$ cat src/charger_pkg.sv
// Shared constants and types for the charge cycle sequencer.
// Assumes a 125 MHz clock and an AXI4-Lite register port with 32-bit data.
package charger_pkg;

	// ==========================================================
	// Timing
	localparam int CLK_PERIOD_NS = 8;
	localparam int GLITCH_NS     = 1000;
	localparam int GLITCH_CYCLES = (GLITCH_NS + CLK_PERIOD_NS - 1) / CLK_PERIOD_NS;

	// ==========================================================
	// Register map (byte addresses)
	localparam int          ADDR_W      = 8;
	localparam logic [7:0]  ADDR_CONFIG = 8'h00;
	localparam logic [7:0]  ADDR_STATUS = 8'h04;
	localparam logic [7:0]  ADDR_TIMER  = 8'h08;
	localparam int          TIME_W      = 24;
	localparam logic [23:0] CHARGE_TIME_RST = 24'h002328;
	localparam logic [1:0]  RESP_OKAY   = 2'h0;
	localparam logic [1:0]  RESP_DECERR = 2'h3;

	// Status register fields
	localparam int ST_PHASE_LSB = 0;
	localparam int ST_OUT_BIT   = 4;
	localparam int ST_FAULT_BIT = 5;
	localparam int ST_DONE_BIT  = 6;
	localparam int ST_SUSP_BIT  = 7;
	localparam int ST_BATTERY_ABSENT_OUT_BIT = 8;

	// ==========================================================
	// Charge phases
	typedef enum logic [2:0] {
		PH_OFF      = 3'b000,
		PH_PRE      = 3'b001,
		PH_CC       = 3'b010,
		PH_CV       = 3'b011,
		PH_FLOAT    = 3'b100,
		PH_MONITOR  = 3'b101,
		PH_FAULT    = 3'b110,
		PH_REGULATE = 3'b111
	} phase_e;

	// Comparator flags from the analog section
	typedef struct packed {
		logic supply_ok;       // Supply above undervoltage lockout
		logic en_low;          // Enable/thermistor pin below disable level
		logic ntc_window;      // Thermistor level inside 30..75 % window
		logic ntc_open;        // Thermistor level above 95 %
		logic supply_ovp;      // Supply overvoltage
		logic die_hot;         // Die over temperature
		logic above_precharge; // Battery above pre-charge threshold
		logic at_float;        // Battery at float voltage
		logic below_recharge;  // Battery below float minus recharge margin
		logic below_term;      // Output current below termination level
		logic timer_off;       // Timer-select pin at ground
		logic regulator_sel;   // Timer-select pin at supply
	} flags_s;

	localparam int FLAG_W = $bits(flags_s);

endpackage

$ cat src/flag_filter.sv
// Two-flop synchroniser plus stability filter for a vector of flags.
// Assumes raw flags may change at any time relative to aclk.
`timescale 1ns/1ps
module flag_filter #(
	parameter int W      = 1,
	parameter int STABLE = 1
) (
	input  wire logic         aclk,
	input  wire logic         aresetn,
	input  wire logic [W-1:0] raw,
	output logic      [W-1:0] filt
);
	localparam int CW = $clog2(STABLE + 1);

	if (W < 1 || STABLE < 1) begin : g_chk
		$error("flag_filter: W and STABLE must be at least 1");
	end

	logic [W-1:0]         meta_q;
	logic [W-1:0]         sync_q;
	logic [W-1:0]         filt_q;
	logic [W-1:0]         filt_d;
	logic [W-1:0][CW-1:0] cnt_q;
	logic [W-1:0][CW-1:0] cnt_d;

	// ==========================================================
	// Accept a new level only after it stood STABLE cycles
	always_comb begin
		for (int i = 0; i < W; i++) begin
			filt_d[i] = filt_q[i];
			cnt_d[i]  = '0;
			if (sync_q[i] != filt_q[i]) begin
				if (cnt_q[i] >= CW'(STABLE - 1)) begin
					filt_d[i] = sync_q[i];
				end else begin
					cnt_d[i] = cnt_q[i] + 1'b1;
				end
			end
		end
	end

	always_ff @(posedge aclk) begin
		if (!aresetn) begin
			meta_q <= '0;
			sync_q <= '0;
			filt_q <= '0;
			cnt_q  <= '0;
		end else begin
			meta_q <= raw;
			sync_q <= meta_q;
			filt_q <= filt_d;
			cnt_q  <= cnt_d;
		end
	end

	assign filt = filt_q;

endmodule

$ cat src/charge_cycle_sequencer.sv
// Charge cycle sequencer for a single-cell lithium-ion charger.
// Assumes comparator flags from the analog section and an AXI4-Lite master.
//
// Design decisions made here: register access over AXI4-Lite and the register addresses.
`timescale 1ns/1ps

// Behaviour
// - Glitch-filter the supply flag; start a cycle only above undervoltage lockout.
// - Drive the status output low when a charge cycle starts.
// - Battery below pre-charge threshold selects the pre-charge phase.
// - Battery above pre-charge threshold, below float, selects constant current.
// - Battery at float voltage moves constant current to constant voltage.
// - Current below termination drives the status output high.
// - Timer enabled: float charge after termination until expiry, then output off.
// - Timer disabled: output off at once on termination.
// - Regulator mode keeps output on; termination never turns it off. The code still turns it off on supply overvoltage or die over temperature.
// - After completion monitor with output off; restart on recharge sag.
// - Pre-charge longer than a quarter of charge time: output off, fault.
// - Enable or supply toggle, or battery above threshold, clears pre-charge fault.
// - Low enable/thermistor level disables the whole device.
// - Thermistor level in the 30..75 percent window allows charging.
// - Thermistor level above 95 percent drives the battery-absent output high.
// - Timer-select at ground disables the timer; termination acts immediately.
// - Timer-select at supply selects regulator mode with timer disabled.
// - Out-of-window temperature suspends outside regulator mode: output off, timer frozen, status blinking.
// - Charge timer counts only while the output is on.
// - Status output floats in undervoltage; blinks in pre-charge and faults.
// - Recharge from monitor mode clears the charge timer first.
module charge_cycle_sequencer #(
	parameter int TICK_CYCLES  = 125_000_000,
	parameter int BLINK_CYCLES = 62_500_000
) (
	input  wire logic                      aclk,
	input  wire logic                      aresetn,
	input  wire charger_pkg::flags_s       flags_in,
	input  wire logic [charger_pkg::ADDR_W-1:0] s_axi_awaddr,
	input  wire logic                      s_axi_awvalid,
	output logic                           s_axi_awready,
	input  wire logic [31:0]               s_axi_wdata,
	input  wire logic [3:0]                s_axi_wstrb,
	input  wire logic                      s_axi_wvalid,
	output logic                           s_axi_wready,
	output logic [1:0]                     s_axi_bresp,
	output logic                           s_axi_bvalid,
	input  wire logic                      s_axi_bready,
	input  wire logic [charger_pkg::ADDR_W-1:0] s_axi_araddr,
	input  wire logic                      s_axi_arvalid,
	output logic                           s_axi_arready,
	output logic [31:0]                    s_axi_rdata,
	output logic [1:0]                     s_axi_rresp,
	output logic                           s_axi_rvalid,
	input  wire logic                      s_axi_rready,
	output logic                           output_on,
	output logic                           charge_status_out,
	output logic                           charge_status_oe,
	output logic                           battery_absent_out,
	output logic                           precharge_fault_out
);
	import charger_pkg::*;

	if (TICK_CYCLES < 2 || BLINK_CYCLES < 2) begin : g_chk
		$error("charge_cycle_sequencer: divider counts must be at least 2");
	end

	// ==========================================================
	// Flag synchronisation and supply glitch filter
	flags_s                 f;
	logic [FLAG_W-2:0]      rest_f;
	logic                   supply_f;

	flag_filter #(.W(1), .STABLE(GLITCH_CYCLES)) u_supply_filter (
		.aclk    (aclk),
		.aresetn (aresetn),
		.raw     (flags_in.supply_ok),
		.filt    (supply_f)
	);

	flag_filter #(.W(FLAG_W - 1), .STABLE(1)) u_flag_sync (
		.aclk    (aclk),
		.aresetn (aresetn),
		.raw     (flags_in[FLAG_W-2:0]),
		.filt    (rest_f)
	);

	assign f = flags_s'({supply_f, rest_f});

	// ==========================================================
	// Tick and blink dividers
	logic [31:0] tick_cnt_q, tick_cnt_d, blink_cnt_q, blink_cnt_d;
	logic        tick_q, tick_d, blink_q, blink_d;

	always_comb begin
		tick_d      = (tick_cnt_q == 32'(TICK_CYCLES - 1));
		tick_cnt_d  = tick_d ? '0 : tick_cnt_q + 32'h0000_0001;
		blink_cnt_d = (blink_cnt_q == 32'(BLINK_CYCLES - 1)) ? '0 : blink_cnt_q + 32'h0000_0001;
		blink_d     = (blink_cnt_q == 32'(BLINK_CYCLES - 1)) ? ~blink_q : blink_q;
	end

	always_ff @(posedge aclk) begin
		if (!aresetn) begin
			tick_cnt_q  <= '0;
			tick_q      <= 1'b0;
			blink_cnt_q <= '0;
			blink_q     <= 1'b0;
		end else begin
			tick_cnt_q  <= tick_cnt_d;
			tick_q      <= tick_d;
			blink_cnt_q <= blink_cnt_d;
			blink_q     <= blink_d;
		end
	end

	// ==========================================================
	// Charge sequencer
	phase_e            phase_q, phase_d;
	logic [TIME_W-1:0] timer_q, timer_d, cfg_time_q, cfg_time_d;
	logic              done_q, done_d, susp_q, out_d, stat_d, oe_d;
	logic              enabled, suspend, timer_use, expired, pre_limit;

	assign enabled   = f.supply_ok & ~f.en_low;
	assign suspend   = (~f.regulator_sel & ~f.ntc_window)
	                 | f.supply_ovp | f.die_hot;
	assign timer_use = ~f.timer_off & ~f.regulator_sel;
	assign expired   = timer_use & (timer_q >= cfg_time_q);
	assign pre_limit = timer_use & (timer_q >= (cfg_time_q >> 2));

	always_comb begin
		phase_d = phase_q;
		done_d  = done_q;
		timer_d = timer_q + TIME_W'(tick_q & output_on);
		if (!enabled) begin
			phase_d = PH_OFF;
			done_d  = 1'b0;
			timer_d = '0;
		end else if (f.regulator_sel != (phase_q == PH_REGULATE) && phase_q != PH_OFF) begin
			phase_d = PH_OFF;
		end else if (!suspend) begin
			case (phase_q)
				PH_OFF: begin
					timer_d = '0;
					done_d  = 1'b0;
					if (f.regulator_sel) begin
						phase_d = PH_REGULATE;
					end else begin
						phase_d = f.above_precharge ? PH_CC : PH_PRE;
					end
				end
				PH_PRE: begin
					if (f.above_precharge) begin
						phase_d = PH_CC;
					end else if (pre_limit) begin
						phase_d = PH_FAULT;
					end
				end
				PH_CC: begin
					if (!f.above_precharge) begin
						phase_d = PH_PRE;
					end else if (f.at_float) begin
						phase_d = PH_CV;
					end else if (expired) begin
						phase_d = PH_MONITOR;
					end
				end
				PH_CV: begin
					if (f.below_term) begin
						done_d  = 1'b1;
						phase_d = timer_use ? PH_FLOAT : PH_MONITOR;
					end else if (expired) begin
						phase_d = PH_MONITOR;
					end
				end
				PH_FLOAT: begin
					if (expired) begin
						phase_d = PH_MONITOR;
					end
				end
				PH_MONITOR: begin
					if (f.below_recharge) begin
						timer_d = '0;
						done_d  = 1'b0;
						phase_d = f.above_precharge ? PH_CC : PH_PRE;
					end
				end
				PH_FAULT: begin
					if (f.above_precharge) begin
						phase_d = PH_CC;
					end
				end
				PH_REGULATE: begin
					done_d = f.below_term;
				end
				default: begin
					phase_d = PH_OFF;
				end
			endcase
		end
		out_d = enabled & ~suspend & (phase_d inside {PH_PRE, PH_CC, PH_CV, PH_FLOAT, PH_REGULATE});
		oe_d  = enabled;
		if (suspend || phase_d == PH_PRE || phase_d == PH_FAULT) begin
			stat_d = blink_q;
		end else begin
			stat_d = done_d;
		end
	end

	always_ff @(posedge aclk) begin
		if (!aresetn) begin
			phase_q             <= PH_OFF;
			done_q              <= 1'b0;
			timer_q             <= '0;
			susp_q              <= 1'b0;
			output_on           <= 1'b0;
			charge_status_out   <= 1'b0;
			charge_status_oe    <= 1'b0;
			battery_absent_out  <= 1'b0;
			precharge_fault_out <= 1'b0;
		end else begin
			phase_q             <= phase_d;
			done_q              <= done_d;
			timer_q             <= timer_d;
			susp_q              <= suspend;
			output_on           <= out_d;
			charge_status_out   <= stat_d;
			charge_status_oe    <= oe_d;
			battery_absent_out  <= f.ntc_open;
			precharge_fault_out <= (phase_d == PH_FAULT);
		end
	end

	// ==========================================================
	// AXI4-Lite slave
	logic [ADDR_W-1:0] aw_addr_q, aw_addr_d;
	logic [31:0]       w_data_q, w_data_d, rdata_d, status_word;
	logic [3:0]        w_strb_q, w_strb_d;
	logic              aw_full_q, aw_full_d, w_full_q, w_full_d;
	logic              awready_d, wready_d, bvalid_d, arready_d, rvalid_d;
	logic [1:0]        bresp_d, rresp_d;
	logic [ADDR_W-1:0] wa, ra;

	assign wa = {aw_addr_q[ADDR_W-1:2], 2'b00};
	assign ra = {s_axi_araddr[ADDR_W-1:2], 2'b00};

	always_comb begin
		status_word = '0;
		status_word[ST_PHASE_LSB +: 3] = phase_q;
		status_word[ST_OUT_BIT]        = output_on;
		status_word[ST_FAULT_BIT]      = precharge_fault_out;
		status_word[ST_DONE_BIT]       = done_q;
		status_word[ST_SUSP_BIT]       = susp_q;
		status_word[ST_BATTERY_ABSENT_OUT_BIT]      = battery_absent_out;
	end

	always_comb begin
		aw_full_d  = aw_full_q;
		aw_addr_d  = aw_addr_q;
		w_full_d   = w_full_q;
		w_data_d   = w_data_q;
		w_strb_d   = w_strb_q;
		bvalid_d   = s_axi_bvalid & ~s_axi_bready;
		bresp_d    = s_axi_bresp;
		cfg_time_d = cfg_time_q;
		if (s_axi_awvalid && s_axi_awready) begin
			aw_full_d = 1'b1;
			aw_addr_d = s_axi_awaddr;
		end
		if (s_axi_wvalid && s_axi_wready) begin
			w_full_d = 1'b1;
			w_data_d = s_axi_wdata;
			w_strb_d = s_axi_wstrb;
		end
		if (aw_full_q && w_full_q && !s_axi_bvalid) begin
			aw_full_d = 1'b0;
			w_full_d  = 1'b0;
			bvalid_d  = 1'b1;
			bresp_d   = RESP_OKAY;
			if (wa == ADDR_CONFIG) begin
				for (int b = 0; b < 3; b++) begin
					if (w_strb_q[b]) begin
						cfg_time_d[8*b +: 8] = w_data_q[8*b +: 8];
					end
				end
			end else if (wa != ADDR_STATUS && wa != ADDR_TIMER) begin
				bresp_d = RESP_DECERR;
			end
		end
		awready_d = ~aw_full_d;
		wready_d  = ~w_full_d;
		arready_d = s_axi_arready;
		rvalid_d  = s_axi_rvalid;
		rdata_d   = s_axi_rdata;
		rresp_d   = s_axi_rresp;
		if (s_axi_rvalid && s_axi_rready) begin
			rvalid_d  = 1'b0;
			arready_d = 1'b1;
		end
		if (s_axi_arvalid && s_axi_arready) begin
			rvalid_d  = 1'b1;
			arready_d = 1'b0;
			rresp_d   = RESP_OKAY;
			case (ra)
				ADDR_CONFIG: rdata_d = {8'h00, cfg_time_q};
				ADDR_STATUS: rdata_d = status_word;
				ADDR_TIMER:  rdata_d = {8'h00, timer_q};
				default: begin
					rdata_d = '0;
					rresp_d = RESP_DECERR;
				end
			endcase
		end
	end

	always_ff @(posedge aclk) begin
		if (!aresetn) begin
			aw_full_q     <= 1'b0;
			aw_addr_q     <= '0;
			w_full_q      <= 1'b0;
			w_data_q      <= '0;
			w_strb_q      <= '0;
			cfg_time_q    <= CHARGE_TIME_RST;
			s_axi_awready <= 1'b1;
			s_axi_wready  <= 1'b1;
			s_axi_bvalid  <= 1'b0;
			s_axi_bresp   <= RESP_OKAY;
			s_axi_arready <= 1'b1;
			s_axi_rvalid  <= 1'b0;
			s_axi_rdata   <= '0;
			s_axi_rresp   <= RESP_OKAY;
		end else begin
			aw_full_q     <= aw_full_d;
			aw_addr_q     <= aw_addr_d;
			w_full_q      <= w_full_d;
			w_data_q      <= w_data_d;
			w_strb_q      <= w_strb_d;
			cfg_time_q    <= cfg_time_d;
			s_axi_awready <= awready_d;
			s_axi_wready  <= wready_d;
			s_axi_bvalid  <= bvalid_d;
			s_axi_bresp   <= bresp_d;
			s_axi_arready <= arready_d;
			s_axi_rvalid  <= rvalid_d;
			s_axi_rdata   <= rdata_d;
			s_axi_rresp   <= rresp_d;
		end
	end

	logic go;
	assign go = enabled & ~suspend & ~f.regulator_sel & (phase_q != PH_REGULATE);

	// Output off and no phase logic about to clear the timer
	logic hold;
	assign hold = enabled & ~output_on & (phase_q != PH_OFF)
	            & ~((phase_q == PH_MONITOR) & f.below_recharge);
endmodule

$ cat config.mk
export PLATFORM = sky130hd
export DESIGN_NAME = charge_cycle_sequencer
export DESIGN_NICKNAME = d
export VERILOG_FILES = /design/src/charger_pkg.sv /design/src/flag_filter.sv /design/src/charge_cycle_sequencer.sv
export SDC_FILE = /design/constraint.sdc
export NUM_CORES = 1
export LEC_CHECK = 0
export BUFFER_PORTS_ARGS = -buffer_cell sky130_fd_sc_hd__buf_2
export CAP_MARGIN = 10
export CORE_MARGIN = 4
export CORE_UTILIZATION = 55
export DETAILED_ROUTE_END_ITERATION = 16
export GPL_TIMING_DRIVEN = 0
export PLACE_DENSITY = 0.76
export SLEW_MARGIN = 40
export SYNTH_ARGS = -nofsm -noshare
export SYNTH_HDL_FRONTEND = slang
export SYNTH_SLANG_ARGS = --single-unit
$ cat constraint.sdc
create_clock -name aclk -period 3.1 [get_ports aclk]
set_input_delay 0.155 -clock aclk [delete_from_list [all_inputs] [get_ports aclk]]
set_output_delay 0.155 -clock aclk [all_outputs]
set_load 0.005 [all_outputs]
==> metrics.md <==
| Metric | Value |
|---|---|
| Post-layout net count | `1510` |
| Setup violations, final | `0` |
| Routed Antenna Nets | `0` |
| Avg WL per Cell | `15.9 µm` |
| Root buffer cell | `clkbuf_16` |
| Cells on worst reg2reg path | `11` |
| R2R Path End | `charge_status_out` |
| Layout cells sized above 1 | `12.2%` |
| Fin util | `67.5%` |
| CP startpoint | `timer_q[15]` |
| Initial antenna violation count | `1` |
| Hold path cells | `3` |
| Synth top cells by count | `233 x dfxtp_1, 181 x nor2_1, 134 x nand2_1` |
| Status | `finished clean` |
| Full die area | `21300 µm²` |
| RR Startpoint | `timer_q[15]` |
| Initial Util | `55.8%` |
| Placer Congestion | `0.907` |
| Layout area overhead | `21.0%` |
| Endpoint, Worst Hold | `s_axi_arready` |
| Final count of hold timing violations | `0` |
| Crit-path most repeated cell | `a21oi_1` |
| Vias/cell | `5.42` |
| Grt met1 use | `30.8%` |
| Worst vdd ir | `0.000385 V` |
| Seq/Total Area, Yosys | `between 40% and 50%` |
| Rel. slew slack | `48.6%` |
| IO buf count | `93` |
| Period minus WS final | `2.88 ns` |
| Largest area contributor in the netlist | `dfxtp_1` |
| Die height | `146 µm` |
| Unique cell type count in the Yosys netlist | `66` |
| CTS tree | `done` |
| Number of global-route vias before repair | `8617` |
| Drt drc | `0` |
| H-tree levels | `1` |
| Cell Pwr Density | `around 510 nW/µm²` |
| WP data arrival | `3.32 ns` |
| Most common cell in the netlist | `dfxtp_1` |
| Largest net degree at the start of global routing | `15` |
| Post-DP HPWL | `17700 µm` |
| Met2 Use GR | `39.9%` |
| Post-DP Area | `11200 µm²` |
| Post-synth EDFFs | `0` |
| Final period utilization | `roughly 93%` |
| Internal | `between 5000 and 6000 µW` |
| Final setup TNS | `0 ns` |
| Largest stage delay on the critical path | `0.55 ns` |
| Synth top area cells | `dfxtp_1 45%, nor2_1 6.5%, ha_1 6.2%, nand2_1 4.8%, mux2i_1 4.7%` |
| Synth async-reset ratio | `0%` |
| Overall Global Routing Usage | `23.8%` |
| Final Non-Filler Cells | `1639` |
| First-pass GRT wire length | `approximately 42000 µm` |
| Max Slew Vio Count | `0` |
| Syn_area_per_cell | `8.66 µm²` |
| Combinational share of power | `5.4%` |
| Hold_sp | `s_axi_arvalid` |
| Maximum buffer depth of the clock tree | `3` |
| Die width | `between 100 and 150 µm` |
| Worst Hold Margin | `between 0.07 and 0.08 ns` |
| Clock share of power | `around 46%` |
| RSZ-0062 raised after global routing | `no` |
| CTS Sinks | `about 230` |
| Worst R2R Setup Slack | `0.22 ns` |
| Clock Skew | `0.0137 ns` |
| Via count | `8878` |
| Gr ovfl total | `0` |
| Net Switching | `1380 µW` |
| I/O pins | `117` |
| Worst EP required | `3.54 ns` |
| HP Class | `input pin to register` |
| Syn Inst Count | `about 1.2k` |
| Cell row count | `50` |
| Fillers | `1472` |
| Final non-filler cell area | `~13000 µm²` |
| Clk_lat worst skew | `0.52 ns` |
| Crit-path leading delay family | `simple AND/OR/NAND/NOR gates` |
| Kind of critical path | `register to register` |
| Core area | `18700 µm²` |
| WL final | `26100 µm` |
| Crit-path slowest cell | `or4_1` |
| Sw Ratio | `21.6%` |
| Measured slew at the worst slew-check pin | `0.771 ns` |
| Reg power frac | `48.4%` |
| Placed Instances | `1540` |
| Crit-path cells | `ha_1 -> a21oi_1 -> o21ai_1 -> a21oi_1 -> nand3_1 -> or4_1 -> a31o_1 -> buf_6 -> nor2b_1 -> a221o_1 -> nor3_2` |
| Crit start category | `register` |
| CTS clk-pin slew, worst paths | `about 0.060 ns` |
| Lkg Pwr | `0.00533 µW` |
| First-pass detailed-route iteration total | `5` |
| GR peak layer | `met2` |
| Detailed Route Iter0 Violations | `462` |
| Fmax | `between 0.3 and 0.4 GHz` |
| Met3 usage | `3.71%` |
| WP buf/inv | `1` |
| Flip-flop and latch count after synthesis | `233` |
| Synth top area share | `44.7%` |
| CP endpoint kind | `register` |
| Synth Flop Type | `dfxtp_1` |
| Yosys warning total | `0` |
| Max Cap Viol | `0` |
| Crit path max fanout | `9` |
| Mapped cell area | `10400 µm²` |
| Inserted Clock Buffers | `24` |
through the flow:
| step | total power, µW | setup WS (ns) |
|---|---|---|
| finish | 6400 | 0.219 |
| global route | 6620 | 0.0155 |
| CTS | 6430 | 0.0603 |
| detailed placement | 3440 | 0.0830 |
| global placement | 3430 | 0.102 |
| floorplan | 3320 | 0.560 |
final cells by class:
type	count	area, µm²	area share, %
Clock inverter	6	82.6	0.654
Clock buffer	37	741	5.86
Timing Repair Buffer	148	1010	8.00
Antenna cell	1	2.50	0.0198
Sequential cell	233	4660	36.9
Inverter	44	170	1.35
Buffer	58	280	2.22
Tap cell	234	293	2.32
Multi-Input combinational cell	878	5390	42.7
kinds of logic after synthesis:
kind of cell | synth area share (%)
compound gates | 9.32
xor+xnor | 7.05
buf+inv | 4.31
other cells | 0.0359
mux | 4.70
flops | 44.7
simple gates | 23.7
fa+ha+maj | 6.23
sequential cells by signal, indices dropped and copies added (netlist names), 3 cells and up:
signal	cells
aw_addr_q	6
s_axi_rdata	24
w_strb_q	3
u_flag_sync.filt	11
tick_cnt_q	32
u_flag_sync.sync_q	11
phase_q	3
cfg_time_q	24
u_supply_filter.cnt_q	7
timer_q	24
u_flag_sync.meta_q	11
blink_cnt_q	32
w_data_q	24
how the worst max path moves through the flow:
stage	to	slack, ns	cells past startpoint
2_1_floorplan	charge_status_out	0.56	11
3_3_place_gp	charge_status_out	0.10	10
3_5_place_dp	charge_status_out	0.08	10
4_1_cts	charge_status_out	0.06	10
5_1_grt	charge_status_out	0.02	10
6_report	charge_status_out	0.22	11
power by group through the flow:
stage          Combinational (µW)  Sequential [µW]  Clock (µW)
2_1_floorplan                 171             3150           0
3_3_place_gp                  273             3160           0
3_5_place_dp                  278             3160           0
4_1_cts                       334             3100        3000
5_1_grt                       377             3100        3140
6_report                      343             3100        2960
worst register-to-register path: cells and delay by family (launching register included):
kind            cells  cell delay (ns)
simple gates        4             0.95
fa+ha+maj           1             0.31
compound gates      5             0.90
buf+inv             1             0.14
flops               1             0.51
what timing repair did:
action                                 CTS  global route
setup endpoints to repair                0             2
endpoints found under the hold margin   47             0
resized for setup                        0             4
setup buffers                            0             2
hold buffers                            53             0
cell usage in the layout (no fill, tap or decap), types with 31 or more instances in the layout:
cell type / netlist / routed
mux2i_1: 49 / 49
xor2_1: 53 / 53
xnor2_1: 31 / 31
and2_1: 43 / 43
nand3_1: 48 / 48
dfxtp_1: 233 / 233
inv_1: 43 / 43
nor2_1: 181 / 181
a21oi_1: 84 / 83
buf_2: 5 / 98
ha_1: 52 / 52
dlygate4sd3_1: 0 / 53
clkbuf_1: 34 / 39
nand2_1: 134 / 134
metal layers:
metal | vias up | routed length (µm)
met5 | - | 0
met2 | 225 | 12200
li1 | 4419 | -
met3 | 73 | 1190
met4 | 0 | 1150
met1 | 4161 | 11500
Note: power is estimated with default switching activity, not from simulation.
